===== config.mk =====
export PLATFORM = sky130hd
export DESIGN_NAME = sbc_host_flat
export DESIGN_NICKNAME = d
export VERILOG_FILES = /design/src/logic/sbc_pkg.sv /design/src/logic/sbc_if.sv /design/src/logic/sbc_host.sv /design/src/flat_wrapper.sv
export VERILOG_INCLUDE_DIRS = /design/src /design/src/logic
export SDC_FILE = /design/constraint.sdc
export NUM_CORES = 1
export LEC_CHECK = 0
export BUFFER_PORTS_ARGS = -buffer_cell sky130_fd_sc_hd__buf_4
export CORE_MARGIN = 1.5
export CORE_UTILIZATION = 54
export CTS_BUF_LIST = sky130_fd_sc_hd__clkbuf_8
export DETAILED_ROUTE_END_ITERATION = 10
export GPL_TIMING_DRIVEN = 1
export PLACE_DENSITY = 0.85
export SLEW_MARGIN = 20
export SYNTH_ARGS = -nofsm -noshare
export SYNTH_HDL_FRONTEND = slang
export SYNTH_SLANG_ARGS = --single-unit

===== constraint.sdc =====
create_clock -name aclk -period 2.85 [get_ports aclk]
set_input_delay 0.4275 -clock aclk [delete_from_list [all_inputs] [get_ports aclk]]
set_output_delay 0.4275 -clock aclk [all_outputs]
set_load 0.01 [all_outputs]

===== src/logic/sbc_regs.svh =====
/*
 * Offsets, field positions, reset values and timing counts of the burst capture sequencer.
 * Assumes a 50 MHz aclk shared by both ends.
 */
`ifndef SBC_REGS_SVH
`define SBC_REGS_SVH
// Device register indices on the parallel link
`define SBC_DEV_CTRL     3'h0
`define SBC_DEV_STAT     3'h1
`define SBC_DEV_DATA0    3'h4
// Device control fields
`define SBC_CF_CYC_LSB   0
`define SBC_CF_CYC_MSB   3
`define SBC_CF_MODE_LSB  4
`define SBC_CF_MODE_MSB  5
`define SBC_CF_NB_LSB    6
`define SBC_CF_NB_MSB    7
`define SBC_CTRL_RST     10'h004
`define SBC_CYC_MIN      4'h4
// Sequencing counts
`define SBC_OPEN_EDGES   2'h2
`define SBC_CONV_CYC     4'hE
`define SBC_SYNC_CYC     4'h2
`define SBC_FLAG_CYC     4'h1
// Times in ns and derived cycle counts
`define SBC_CLK_NS       20
`define SBC_SETUP_NS     200
`define SBC_DISCH_NS     300
`define SBC_SETUP_CYC    ((`SBC_SETUP_NS + `SBC_CLK_NS - 1) / `SBC_CLK_NS)
`define SBC_DISCH_CYC    ((`SBC_DISCH_NS + `SBC_CLK_NS - 1) / `SBC_CLK_NS)
// Host register byte offsets
`define SBC_H_CTRL       8'h00
`define SBC_H_CMD        8'h04
`define SBC_H_TIME       8'h08
`define SBC_H_STAT       8'h0C
`define SBC_H_DATA0      8'h10
`define SBC_H_IRQ_STAT   8'h20
`define SBC_H_IRQ_CLR    8'h24
`define SBC_H_IRQ_EN     8'h28
`define SBC_TIME_RST     32'h0008_0008
`endif


===== src/logic/sbc_pkg.sv =====
/*
 * Types shared by both ends of the burst capture sequencer.
 * Assumes sbc_regs.svh supplies the numeric constants.
 */
package sbc_pkg;
	typedef enum logic [1:0] {SBC_M_SYNC, SBC_M_GATED, SBC_M_CAL} sbc_mode_t;
	typedef enum {SBC_D_WAITG, SBC_D_ARM, SBC_D_INT, SBC_D_HOLD, SBC_D_SYNC, SBC_D_CONV,
		SBC_D_FLAG} sbc_dst_t;
	typedef enum {SBC_H_IDLE, SBC_H_WR, SBC_H_SETUP, SBC_H_ALIGN, SBC_H_GHI, SBC_H_GLO,
		SBC_H_CWAIT, SBC_H_RD, SBC_H_RDW, SBC_H_DONE} sbc_hst_t;
endpackage : sbc_pkg


===== src/logic/sbc_if.sv =====
/*
 * Link between host and sequencer: register strobes, capture gate, zero-cross level.
 * Assumes the bench drives zero_cross_out synchronous to aclk.
 */
`timescale 1ns/1ps
interface sbc_if;
	logic [2:0] bus_addr;
	logic [9:0] bus_wdata;
	logic       bus_wr;
	logic       bus_rd;
	logic [9:0] bus_rdata;
	logic       capture_gate;
	logic       zero_cross_out;
	modport dev (input bus_addr, bus_wdata, bus_wr, bus_rd, capture_gate, zero_cross_out,
		output bus_rdata);
	modport host (output bus_addr, bus_wdata, bus_wr, bus_rd, capture_gate,
		input bus_rdata, zero_cross_out);
endinterface : sbc_if


===== src/logic/sbc_host.sv =====
/*
 * Host end: AXI4-Lite register slave that programs the sequencer, gates bursts and reads results.
 * Assumes the sequencer sits on the same aclk across an sbc_if link.
 */
// Chosen here: the register addresses and the AXI4-Lite slave port.
`timescale 1ns/1ps
`include "sbc_regs.svh"
module sbc_host import sbc_pkg::*; (
	// Clock and reset
	input wire logic        aclk,
	input wire logic        aresetn,
	// AXI4-Lite slave
	input wire logic [7:0]  s_awaddr,
	input wire logic        s_awvalid,
	output logic            s_awready,
	input wire logic [31:0] s_wdata,
	input wire logic [3:0]  s_wstrb,
	input wire logic        s_wvalid,
	output logic            s_wready,
	output logic [1:0]      s_bresp,
	output logic            s_bvalid,
	input wire logic        s_bready,
	input wire logic [7:0]  s_araddr,
	input wire logic        s_arvalid,
	output logic            s_arready,
	output logic [31:0]     s_rdata,
	output logic [1:0]      s_rresp,
	output logic            s_rvalid,
	input wire logic        s_rready,
	// Interrupt
	output logic            irq,
	// Link to sequencer
	sbc_if.host             lnk
);
	sbc_hst_t    st_q, st_d;
	logic [9:0]  ctrl_q, ctrl_d, last_q, last_d;
	logic        align_q, align_d;
	logic [31:0] time_q, time_d;
	logic [9:0]  res_q [4];
	logic [9:0]  res_d [4];
	logic [1:0]  irqs_q, irqs_d, irqe_q, irqe_d;
	logic [15:0] cnt_q, cnt_d;
	logic [2:0]  idx_q, idx_d;
	logic [1:0]  nb_q, nb_d;
	logic        aw_q, aw_d, w_q, w_d, bv_q, bv_d, rv_q, rv_d, irq_d, zc_q;
	logic [7:0]  awa_q, awa_d;
	logic [31:0] wd_q, wd_d, rd_q, rd_d;
	logic [2:0]  ba_q, ba_d;
	logic [9:0]  bw_q, bw_d;
	logic        bwr_q, bwr_d, brd_q, brd_d, gate_q, gate_d;
	logic        wr_go, go, was_cal, ev_done, ev_ref;
	logic        cal_q, cal_d, irq_q;

	assign s_awready = ~aw_q;
	assign s_wready  = ~w_q;
	assign s_bvalid  = bv_q;
	assign s_bresp   = 2'h0;
	assign s_arready = ~rv_q;
	assign s_rvalid  = rv_q;
	assign s_rdata   = rd_q;
	assign s_rresp   = 2'h0;
	assign irq       = irq_q;
	assign lnk.bus_addr  = ba_q;
	assign lnk.bus_wdata = bw_q;
	assign lnk.bus_wr    = bwr_q;
	assign lnk.bus_rd    = brd_q;
	assign lnk.capture_gate = gate_q;

	always_comb begin
		aw_d = aw_q | s_awvalid;
		w_d  = w_q | s_wvalid;
		awa_d = s_awvalid && !aw_q ? s_awaddr : awa_q;
		wd_d  = s_wvalid && !w_q ? s_wdata : wd_q;
		wr_go = aw_q && w_q && !bv_q;
		bv_d  = (bv_q && !s_bready) || wr_go;
		if (wr_go) begin
			aw_d = 1'b0;
			w_d  = 1'b0;
		end
		ctrl_d  = ctrl_q;
		align_d = align_q;
		time_d  = time_q;
		irqe_d  = irqe_q;
		go      = 1'b0;
		if (wr_go && s_wstrb[0]) begin
			case (awa_q)
				`SBC_H_CTRL:    {align_d, ctrl_d} = wd_q[10:0];
				`SBC_H_CMD:     go = wd_q[0];
				`SBC_H_TIME:    time_d = wd_q;
				`SBC_H_IRQ_EN:  irqe_d = wd_q[1:0];
				default: ;
			endcase
		end
		rv_d = (rv_q && !s_rready) || (s_arvalid && !rv_q);
		rd_d = rd_q;
		if (s_arvalid && !rv_q) begin
			case (s_araddr)
				`SBC_H_CTRL:     rd_d = {21'h0, align_q, ctrl_q};
				`SBC_H_TIME:     rd_d = time_q;
				`SBC_H_STAT:     rd_d = {30'h0, last_q[0], st_q != SBC_H_IDLE};
				`SBC_H_IRQ_STAT: rd_d = {30'h0, irqs_q};
				`SBC_H_IRQ_EN:   rd_d = {30'h0, irqe_q};
				default: begin
					rd_d = 32'h0;
					if (s_araddr[7:4] == 4'h1) begin
						rd_d = {22'h0, res_q[s_araddr[3:2]]};
					end
				end
			endcase
		end
	end

	always_comb begin
		st_d    = st_q;
		cnt_d   = cnt_q + 16'h1;
		idx_d   = idx_q;
		nb_d    = nb_q;
		last_d  = last_q;
		res_d   = res_q;
		ba_d    = ba_q;
		bw_d    = bw_q;
		bwr_d   = 1'b0;
		brd_d   = 1'b0;
		gate_d  = gate_q;
		cal_d   = cal_q;
		ev_done = 1'b0;
		ev_ref  = 1'b0;
		was_cal = last_q[`SBC_CF_MODE_MSB:`SBC_CF_MODE_LSB] == 2'h2;
		unique case (st_q)
			SBC_H_IDLE: begin
				if (go) begin
					st_d  = SBC_H_WR;
					ba_d  = `SBC_DEV_STAT;
					brd_d = 1'b1;
				end
			end
			SBC_H_WR: begin
				if (brd_q) begin
					st_d = SBC_H_WR;
				end else if (lnk.bus_rdata[0]) begin
					ev_ref = 1'b1;
					st_d   = SBC_H_IDLE;
				end else begin
					ba_d   = `SBC_DEV_CTRL;
					bw_d   = ctrl_q;
					bwr_d  = 1'b1;
					last_d = ctrl_q;
					cal_d  = was_cal;
					nb_d   = ctrl_q[`SBC_CF_NB_MSB:`SBC_CF_NB_LSB];
					idx_d  = 3'h0;
					cnt_d  = 16'h0;
					st_d   = SBC_H_SETUP;
				end
			end
			SBC_H_SETUP: begin
				if (cnt_q >= 16'(`SBC_SETUP_CYC + (cal_q ? `SBC_DISCH_CYC : 0))) begin
					st_d = align_q ? SBC_H_ALIGN : SBC_H_GHI;
					cnt_d  = 16'h0;
					gate_d = !align_q;
				end
			end
			SBC_H_ALIGN: begin
				if (lnk.zero_cross_out && !zc_q) begin
					gate_d = 1'b1;
					cnt_d  = 16'h0;
					st_d   = SBC_H_GHI;
				end
			end
			SBC_H_GHI: begin
				if (cnt_q >= time_q[15:0]) begin
					gate_d = 1'b0;
					cnt_d  = 16'h0;
					st_d   = idx_q[1:0] == nb_q ? SBC_H_CWAIT : SBC_H_GLO;
				end
			end
			SBC_H_GLO: begin
				if (cnt_q >= time_q[31:16]) begin
					idx_d  = idx_q + 3'h1;
					cnt_d  = 16'h0;
					gate_d = !align_q;
					st_d   = align_q ? SBC_H_ALIGN : SBC_H_GHI;
				end
			end
			SBC_H_CWAIT: begin
				if (cnt_q >= 16'(({14'h0, nb_q} + 16'h1) * `SBC_CONV_CYC + `SBC_SYNC_CYC
					+ `SBC_FLAG_CYC + 1)) begin
					idx_d = 3'h0;
					st_d  = SBC_H_RD;
				end
			end
			SBC_H_RD: begin
				ba_d  = `SBC_DEV_DATA0 + idx_q;
				brd_d = 1'b1;
				st_d  = SBC_H_RDW;
			end
			SBC_H_RDW: begin
				if (!brd_q) begin
					res_d[idx_q[1:0]] = lnk.bus_rdata;
					idx_d = idx_q + 3'h1;
					st_d  = idx_q[1:0] == nb_q ? SBC_H_DONE : SBC_H_RD;
				end
			end
			SBC_H_DONE: begin
				ev_done = 1'b1;
				st_d    = SBC_H_IDLE;
			end
		endcase
		irqs_d = irqs_q;
		if (wr_go && awa_q == `SBC_H_IRQ_CLR) begin
			irqs_d = irqs_q & ~wd_q[1:0];
		end
		irqs_d = irqs_d | {ev_ref, ev_done};
		irq_d  = |(irqs_d & irqe_d);
	end

	always_ff @(posedge aclk) begin
		if (!aresetn) begin
			st_q <= SBC_H_IDLE;
			ctrl_q <= `SBC_CTRL_RST;
			last_q <= `SBC_CTRL_RST;
			align_q <= 1'b0;
			time_q <= `SBC_TIME_RST;
			irqs_q <= 2'h0;
			irqe_q <= 2'h0;
			cnt_q <= 16'h0;
			idx_q <= 3'h0;
			nb_q <= 2'h0;
			{aw_q, w_q, bv_q, rv_q, zc_q} <= 5'h00;
			awa_q <= 8'h00;
			wd_q <= 32'h0;
			rd_q <= 32'h0;
			ba_q <= 3'h0;
			bw_q <= 10'h000;
			{bwr_q, brd_q, gate_q} <= 3'h0;
			cal_q <= 1'b0;
			irq_q <= 1'b0;
			for (int i = 0; i < 4; i++) begin
				res_q[i] <= 10'h000;
			end
		end else begin
			st_q <= st_d;
			ctrl_q <= ctrl_d;
			last_q <= last_d;
			align_q <= align_d;
			time_q <= time_d;
			irqs_q <= irqs_d;
			irqe_q <= irqe_d;
			cnt_q <= cnt_d;
			idx_q <= idx_d;
			nb_q <= nb_d;
			{aw_q, w_q, bv_q, rv_q, zc_q} <= {aw_d, w_d, bv_d, rv_d, lnk.zero_cross_out};
			awa_q <= awa_d;
			wd_q <= wd_d;
			rd_q <= rd_d;
			ba_q <= ba_d;
			bw_q <= bw_d;
			{bwr_q, brd_q, gate_q} <= {bwr_d, brd_d, gate_d};
			cal_q <= cal_d;
			irq_q <= irq_d;
			res_q <= res_d;
		end
	end
endmodule : sbc_host


===== src/flat_wrapper.sv =====
// flat-port wrapper written by rule: the top's interface ports become plain ports
module sbc_host_flat import sbc_pkg::*;
  (aclk, aresetn, s_awaddr, s_awvalid, s_awready, s_wdata, s_wstrb, s_wvalid, s_wready, s_bresp, s_bvalid, s_bready, s_araddr, s_arvalid, s_arready, s_rdata, s_rresp, s_rvalid, s_rready, irq, lnk_bus_addr, lnk_bus_wdata, lnk_bus_wr, lnk_bus_rd, lnk_capture_gate, lnk_bus_rdata, lnk_zero_cross_out);
  sbc_if lnk_i ();
  input wire logic aclk;
  input wire logic aresetn;
  input wire logic [7:0] s_awaddr;
  input wire logic s_awvalid;
  output logic s_awready;
  input wire logic [31:0] s_wdata;
  input wire logic [3:0] s_wstrb;
  input wire logic s_wvalid;
  output logic s_wready;
  output logic [1:0] s_bresp;
  output logic s_bvalid;
  input wire logic s_bready;
  input wire logic [7:0] s_araddr;
  input wire logic s_arvalid;
  output logic s_arready;
  output logic [31:0] s_rdata;
  output logic [1:0] s_rresp;
  output logic s_rvalid;
  input wire logic s_rready;
  output logic irq;
  output wire logic [$bits(lnk_i.bus_addr)-1:0] lnk_bus_addr;
  output wire logic [$bits(lnk_i.bus_wdata)-1:0] lnk_bus_wdata;
  output wire logic [$bits(lnk_i.bus_wr)-1:0] lnk_bus_wr;
  output wire logic [$bits(lnk_i.bus_rd)-1:0] lnk_bus_rd;
  output wire logic [$bits(lnk_i.capture_gate)-1:0] lnk_capture_gate;
  input wire logic [$bits(lnk_i.bus_rdata)-1:0] lnk_bus_rdata;
  input wire logic [$bits(lnk_i.zero_cross_out)-1:0] lnk_zero_cross_out;
  assign lnk_bus_addr = lnk_i.bus_addr;
  assign lnk_bus_wdata = lnk_i.bus_wdata;
  assign lnk_bus_wr = lnk_i.bus_wr;
  assign lnk_bus_rd = lnk_i.bus_rd;
  assign lnk_capture_gate = lnk_i.capture_gate;
  assign lnk_i.bus_rdata = lnk_bus_rdata;
  assign lnk_i.zero_cross_out = lnk_zero_cross_out;
  sbc_host u_core (.aclk(aclk), .aresetn(aresetn), .s_awaddr(s_awaddr), .s_awvalid(s_awvalid), .s_awready(s_awready), .s_wdata(s_wdata), .s_wstrb(s_wstrb), .s_wvalid(s_wvalid), .s_wready(s_wready), .s_bresp(s_bresp), .s_bvalid(s_bvalid), .s_bready(s_bready), .s_araddr(s_araddr), .s_arvalid(s_arvalid), .s_arready(s_arready), .s_rdata(s_rdata), .s_rresp(s_rresp), .s_rvalid(s_rvalid), .s_rready(s_rready), .irq(irq), .lnk(lnk_i));
endmodule

==> impl_metrics.ini <==
[status]
outcome = finished clean

[critical_path]
worst_ep_arrival_time_ns = 3.17
timing.setup.critical_path_class = reg -> reg
setup.worst_path.start_class = flip-flop
cp_data_required_time_ns = 3.26
critPathMaxFanout = 5
worstSetupEndpointType = flip-flop

[power]
cellLeakagePower_nw = 4.456
power.share.switching_pct = 24.22
power.clock.fraction_pct = 43.1
p_int_w = 0.004495
power_frac_seq_pct = 50.1
p_sw_w = 0.001437
power.density_cell_area_nw_per_um2 = 516.1
combinational_cell_fraction_of_total_power_pct = 6.8
worst_ir_drop_vdd_v = 0.0003960

[floorplanning]
chipWidth_um = 135.8
fp-row-count = 48
initial_utilization_pct = 55.08
die_h_um = 135.8
core_sq_um = 17300
pin_count = 128
design.die.area_sq_um = 18450

[timing]
relSlewSlack_pct = 43.50
setup_ws_ns = 0.09778
fmax_mhz = 363.3
final-hold-violation-count = 0
finalSetupViolations = 0
worst_pin_slew_ns = 0.8475
setup_skew_ns = 0.02635
slew_violations = 0
timing.final.crit_period_ns = 2.752
min_period_over_period_pct = 96.57

[cts]
clk_transition_reported_paths_ns = 0.06
tritoncts = yes
clock_tree.buffer_depth = 3
cts_htree_levels = 2
cts_inserted_buffers = 35
cts_root_buf = clkbuf_8
cts_stage_hold_buffer_count = 0
tritoncts_num_sinks = 205
clock_insertion_delay_worst_skew_ns = 0.53

[synth]
syn_area_per_cell_sq_um = 8.184
synth-seq-area-share_pct = 43.08
synth_cell_type_count = 65
asyncSetResetFlopFracSynth_pct = 0
netlist_area_sq_um = 9527
synth_edf_count = 0
yosys_warns = 0
synth_top_flop_cell = dfxtp_1
netlist_instances = 1164
synth-seq-cells = 205

[routing]
route.vias.total = 8915
antenna_violation_net_count_after_detailed_routing = 0
wirelength_mm = 26.62
avgRoutedWirePerCell_um = 17.38
drt_iter0_drc = 718
drc = 0
drt-pass1-iter-count = 6
vias_per_cell = 5.819

[cells_and_area]
antennaDiodeCount = 0
post-route-cell-area_sq_um = 11490
layout-area-overhead-vs-synth_pct = 20.65
drive_above_1_share_pct = 19.89
total_number_of_nets_in_the_final_design = 1410

[min_path]
worstHoldPathType = in -> reg

[place]
place_area_sq_um = 10710
dp.final_hpwl_mm = 18.42
place_worst_setup_slack_ns = -0.08872
global_placer_s_final_weighted_congestion = 0.8965
buffer_ports.inserted = 120

[global_route]
antenna_violations_before_repair = 0
grt_pass1_wl_mm = 41.28
met2_track_utilization_from_global_routing_pct = 45.18
most_utilized_layer_in_the_global_route_result = met2
total_congestion_overflow = 0
grt_start_max_net_pins = 60
vias_in_the_first_global_route = 8297
global_route.usage.total_pct = 28.35
met3_usage_pct = 4.661
gr-usage-met1_pct = 37.83

[flow_run]
timing.max_cap.violations = 0
## synthesized netlist by cell type, drive strengths merged (10+ instances only)
master  instances  area share [%]
a211oi         14             1.1
buf            25             1.5
nor2b          18             1.2
mux2i          20             2.1
nor3           10            0.63
nor2           70             3.1
inv            50             2.0
mux4           12             2.8
ha             53             7.0
o21ai          15            0.79
dfxtp         205              43
xor2           11             1.0
a21oi         170             8.9
nand2         262              10
nand3          78             4.1
clkbuf         47             1.9
a221oi         10            0.92
nand4          11            0.72
## cell type report
class / count / area, sq um
Fill cell: 1397 / 5803
Multi-Input combinational cell: 840 / 5034
Sequential cell: 205 / 4111
Timing Repair Buffer: 155 / 1201
Clock buffer: 45 / 619.3
Tap cell: 225 / 281.5
Inverter: 50 / 192.7
Clock inverter: 12 / 53.80
## state kept, by name, indices dropped and copies added, names as in the netlist, 2 cells and up
register,cells
u_core.wd_q,32
u_core.cnt_q,16
u_core.idx_q,3
u_core.time_q,32
u_core.st_q,4
u_core.lnk.bus_wdata,6
u_core.res_q,40
u_core.ctrl_q,10
u_core.s_rdata,32
u_core.last_q,4
u_core.irqs_q,2
u_core.lnk.bus_addr,3
u_core.irqe_q,2
u_core.awa_q,8
## stage by stage
| stage | TNS [ns] | hold slack (ns) | total power (W) | cells | util (%) |
|---|---|---|---|---|---|
| after CTS | -0.02420 | 0.08457 | 0.005941 | 1531 | 65.89 |
| after detailed placement | -0.4206 | 0.4434 | 0.003430 | 1474 | 61.91 |
| after floorplan | 0 | 0.4313 | 0.003244 | 1167 | - |
| after global routing | -0.1466 | 0.09716 | 0.006106 | 1532 | 66.45 |
| final | 0 | 0.08597 | 0.005932 | 1532 | 66.45 |
| after global placement | 0 | 0.4386 | 0.003415 | 1474 | 61.91 |
## placed cells by master, fill, tap and decap left out, types with 3 or more instances in the layout
master,synthesis,final
nor2b_2,0,3
o21ai_0,15,15
buf_12,0,3
nor3_1,8,8
xor2_1,11,11
a211oi_1,14,13
and3_1,5,4
a22oi_1,3,3
ha_4,0,3
and2_1,3,3
o211ai_1,3,3
nor2_1,58,58
a21o_1,6,6
ha_1,53,48
nor4_1,6,5
inv_1,49,58
a221oi_1,10,10
xnor2_1,7,7
nand2_2,1,3
and4_1,3,3
mux2i_1,20,20
conb_1,1,4
or3_1,5,5
nor2b_1,18,15
nand3_1,78,77
nand2_1,261,259
dfxtp_1,205,203
nand4_1,11,11
nand2b_1,6,6
clkbuf_8,0,45
a21oi_1,170,169
nor2_2,12,12
mux4_2,12,12
buf_4,4,152
## logic make-up (layout without fill, tap and decap cells)
logic type / Yosys count / in the layout / share of synthesized area [%]
AO/OA/AOI/OAI: 241 / 241 / 14.62
XOR/XNOR: 18 / 18 / 1.655
adder cells (fa/ha/maj): 53 / 53 / 6.961
buffers and inverters: 122 / 262 / 5.319
flip-flops: 205 / 205 / 43.08
multiplexers: 33 / 33 / 5.056
other: 1 / 4 / 0.03936
AND/OR/NAND/NOR: 491 / 491 / 23.27
## critical path, stage by stage (launching register included)
cell	delay [ns]
dfxtp_4	0.37
inv_4	0.05
ha_4	0.17
ha_4	0.17
nor4bb_2	0.26
nor2_1	0.08
nor2_1	0.09
a21oi_1	0.05
ha_1	0.31
and3_4	0.20
a211oi_2	0.25
o2111ai_4	0.18
nand2_2	0.13
nor3_2	0.05
buf_4	0.16
mux2i_1	0.11
## power groups by stage
stage | sequential, W | clock [W] | combinational [W]
3_5_place_dp | 0.00303 | 0 | 0.000396
5_1_grt | 0.00298 | 0.00269 | 0.000437
2_1_floorplan | 0.00302 | 0 | 0.000221
4_1_cts | 0.00297 | 0.00257 | 0.000398
6_report | 0.00297 | 0.00256 | 0.000402
3_3_place_gp | 0.00303 | 0 | 0.000384
## worst paths after layout
kind / slack [ns] / depth (start not counted) / endpoint / start
min: 0.09 / 2 / u_core.s_rvalid$_SDFF_PN0_ / s_rready
min reg2reg: 0.45 / 2 / u_core.s_rdata[11]$_SDFFE_PN0P_ / u_core.s_rdata[11]$_SDFFE_PN0P_
max reg2reg: 0.1 / 15 / u_core.st_q[1]$_SDFFE_PN0P_ / u_core.lnk.bus_wdata[6]$_SDFFE_PN0P_
max: 0.1 / 15 / u_core.st_q[1]$_SDFFE_PN0P_ / u_core.lnk.bus_wdata[6]$_SDFFE_PN0P_
## what timing repair did
item                                    4_1_cts  5_1_grt
endpoints found under the hold margin         0        0
setup buffers                                 0        1
pin swaps                                     5        6
resized for setup                             3       21
endpoints found under the setup margin        6        7
## layer usage
layer	vias to the layer above	share of wire [%]
li1	4232	-
met1	4182	41
met2	430	47
met3	71	8.2
met4	0	3.7
met5	-	0
Note: power is estimated with default switching activity, not from simulation.
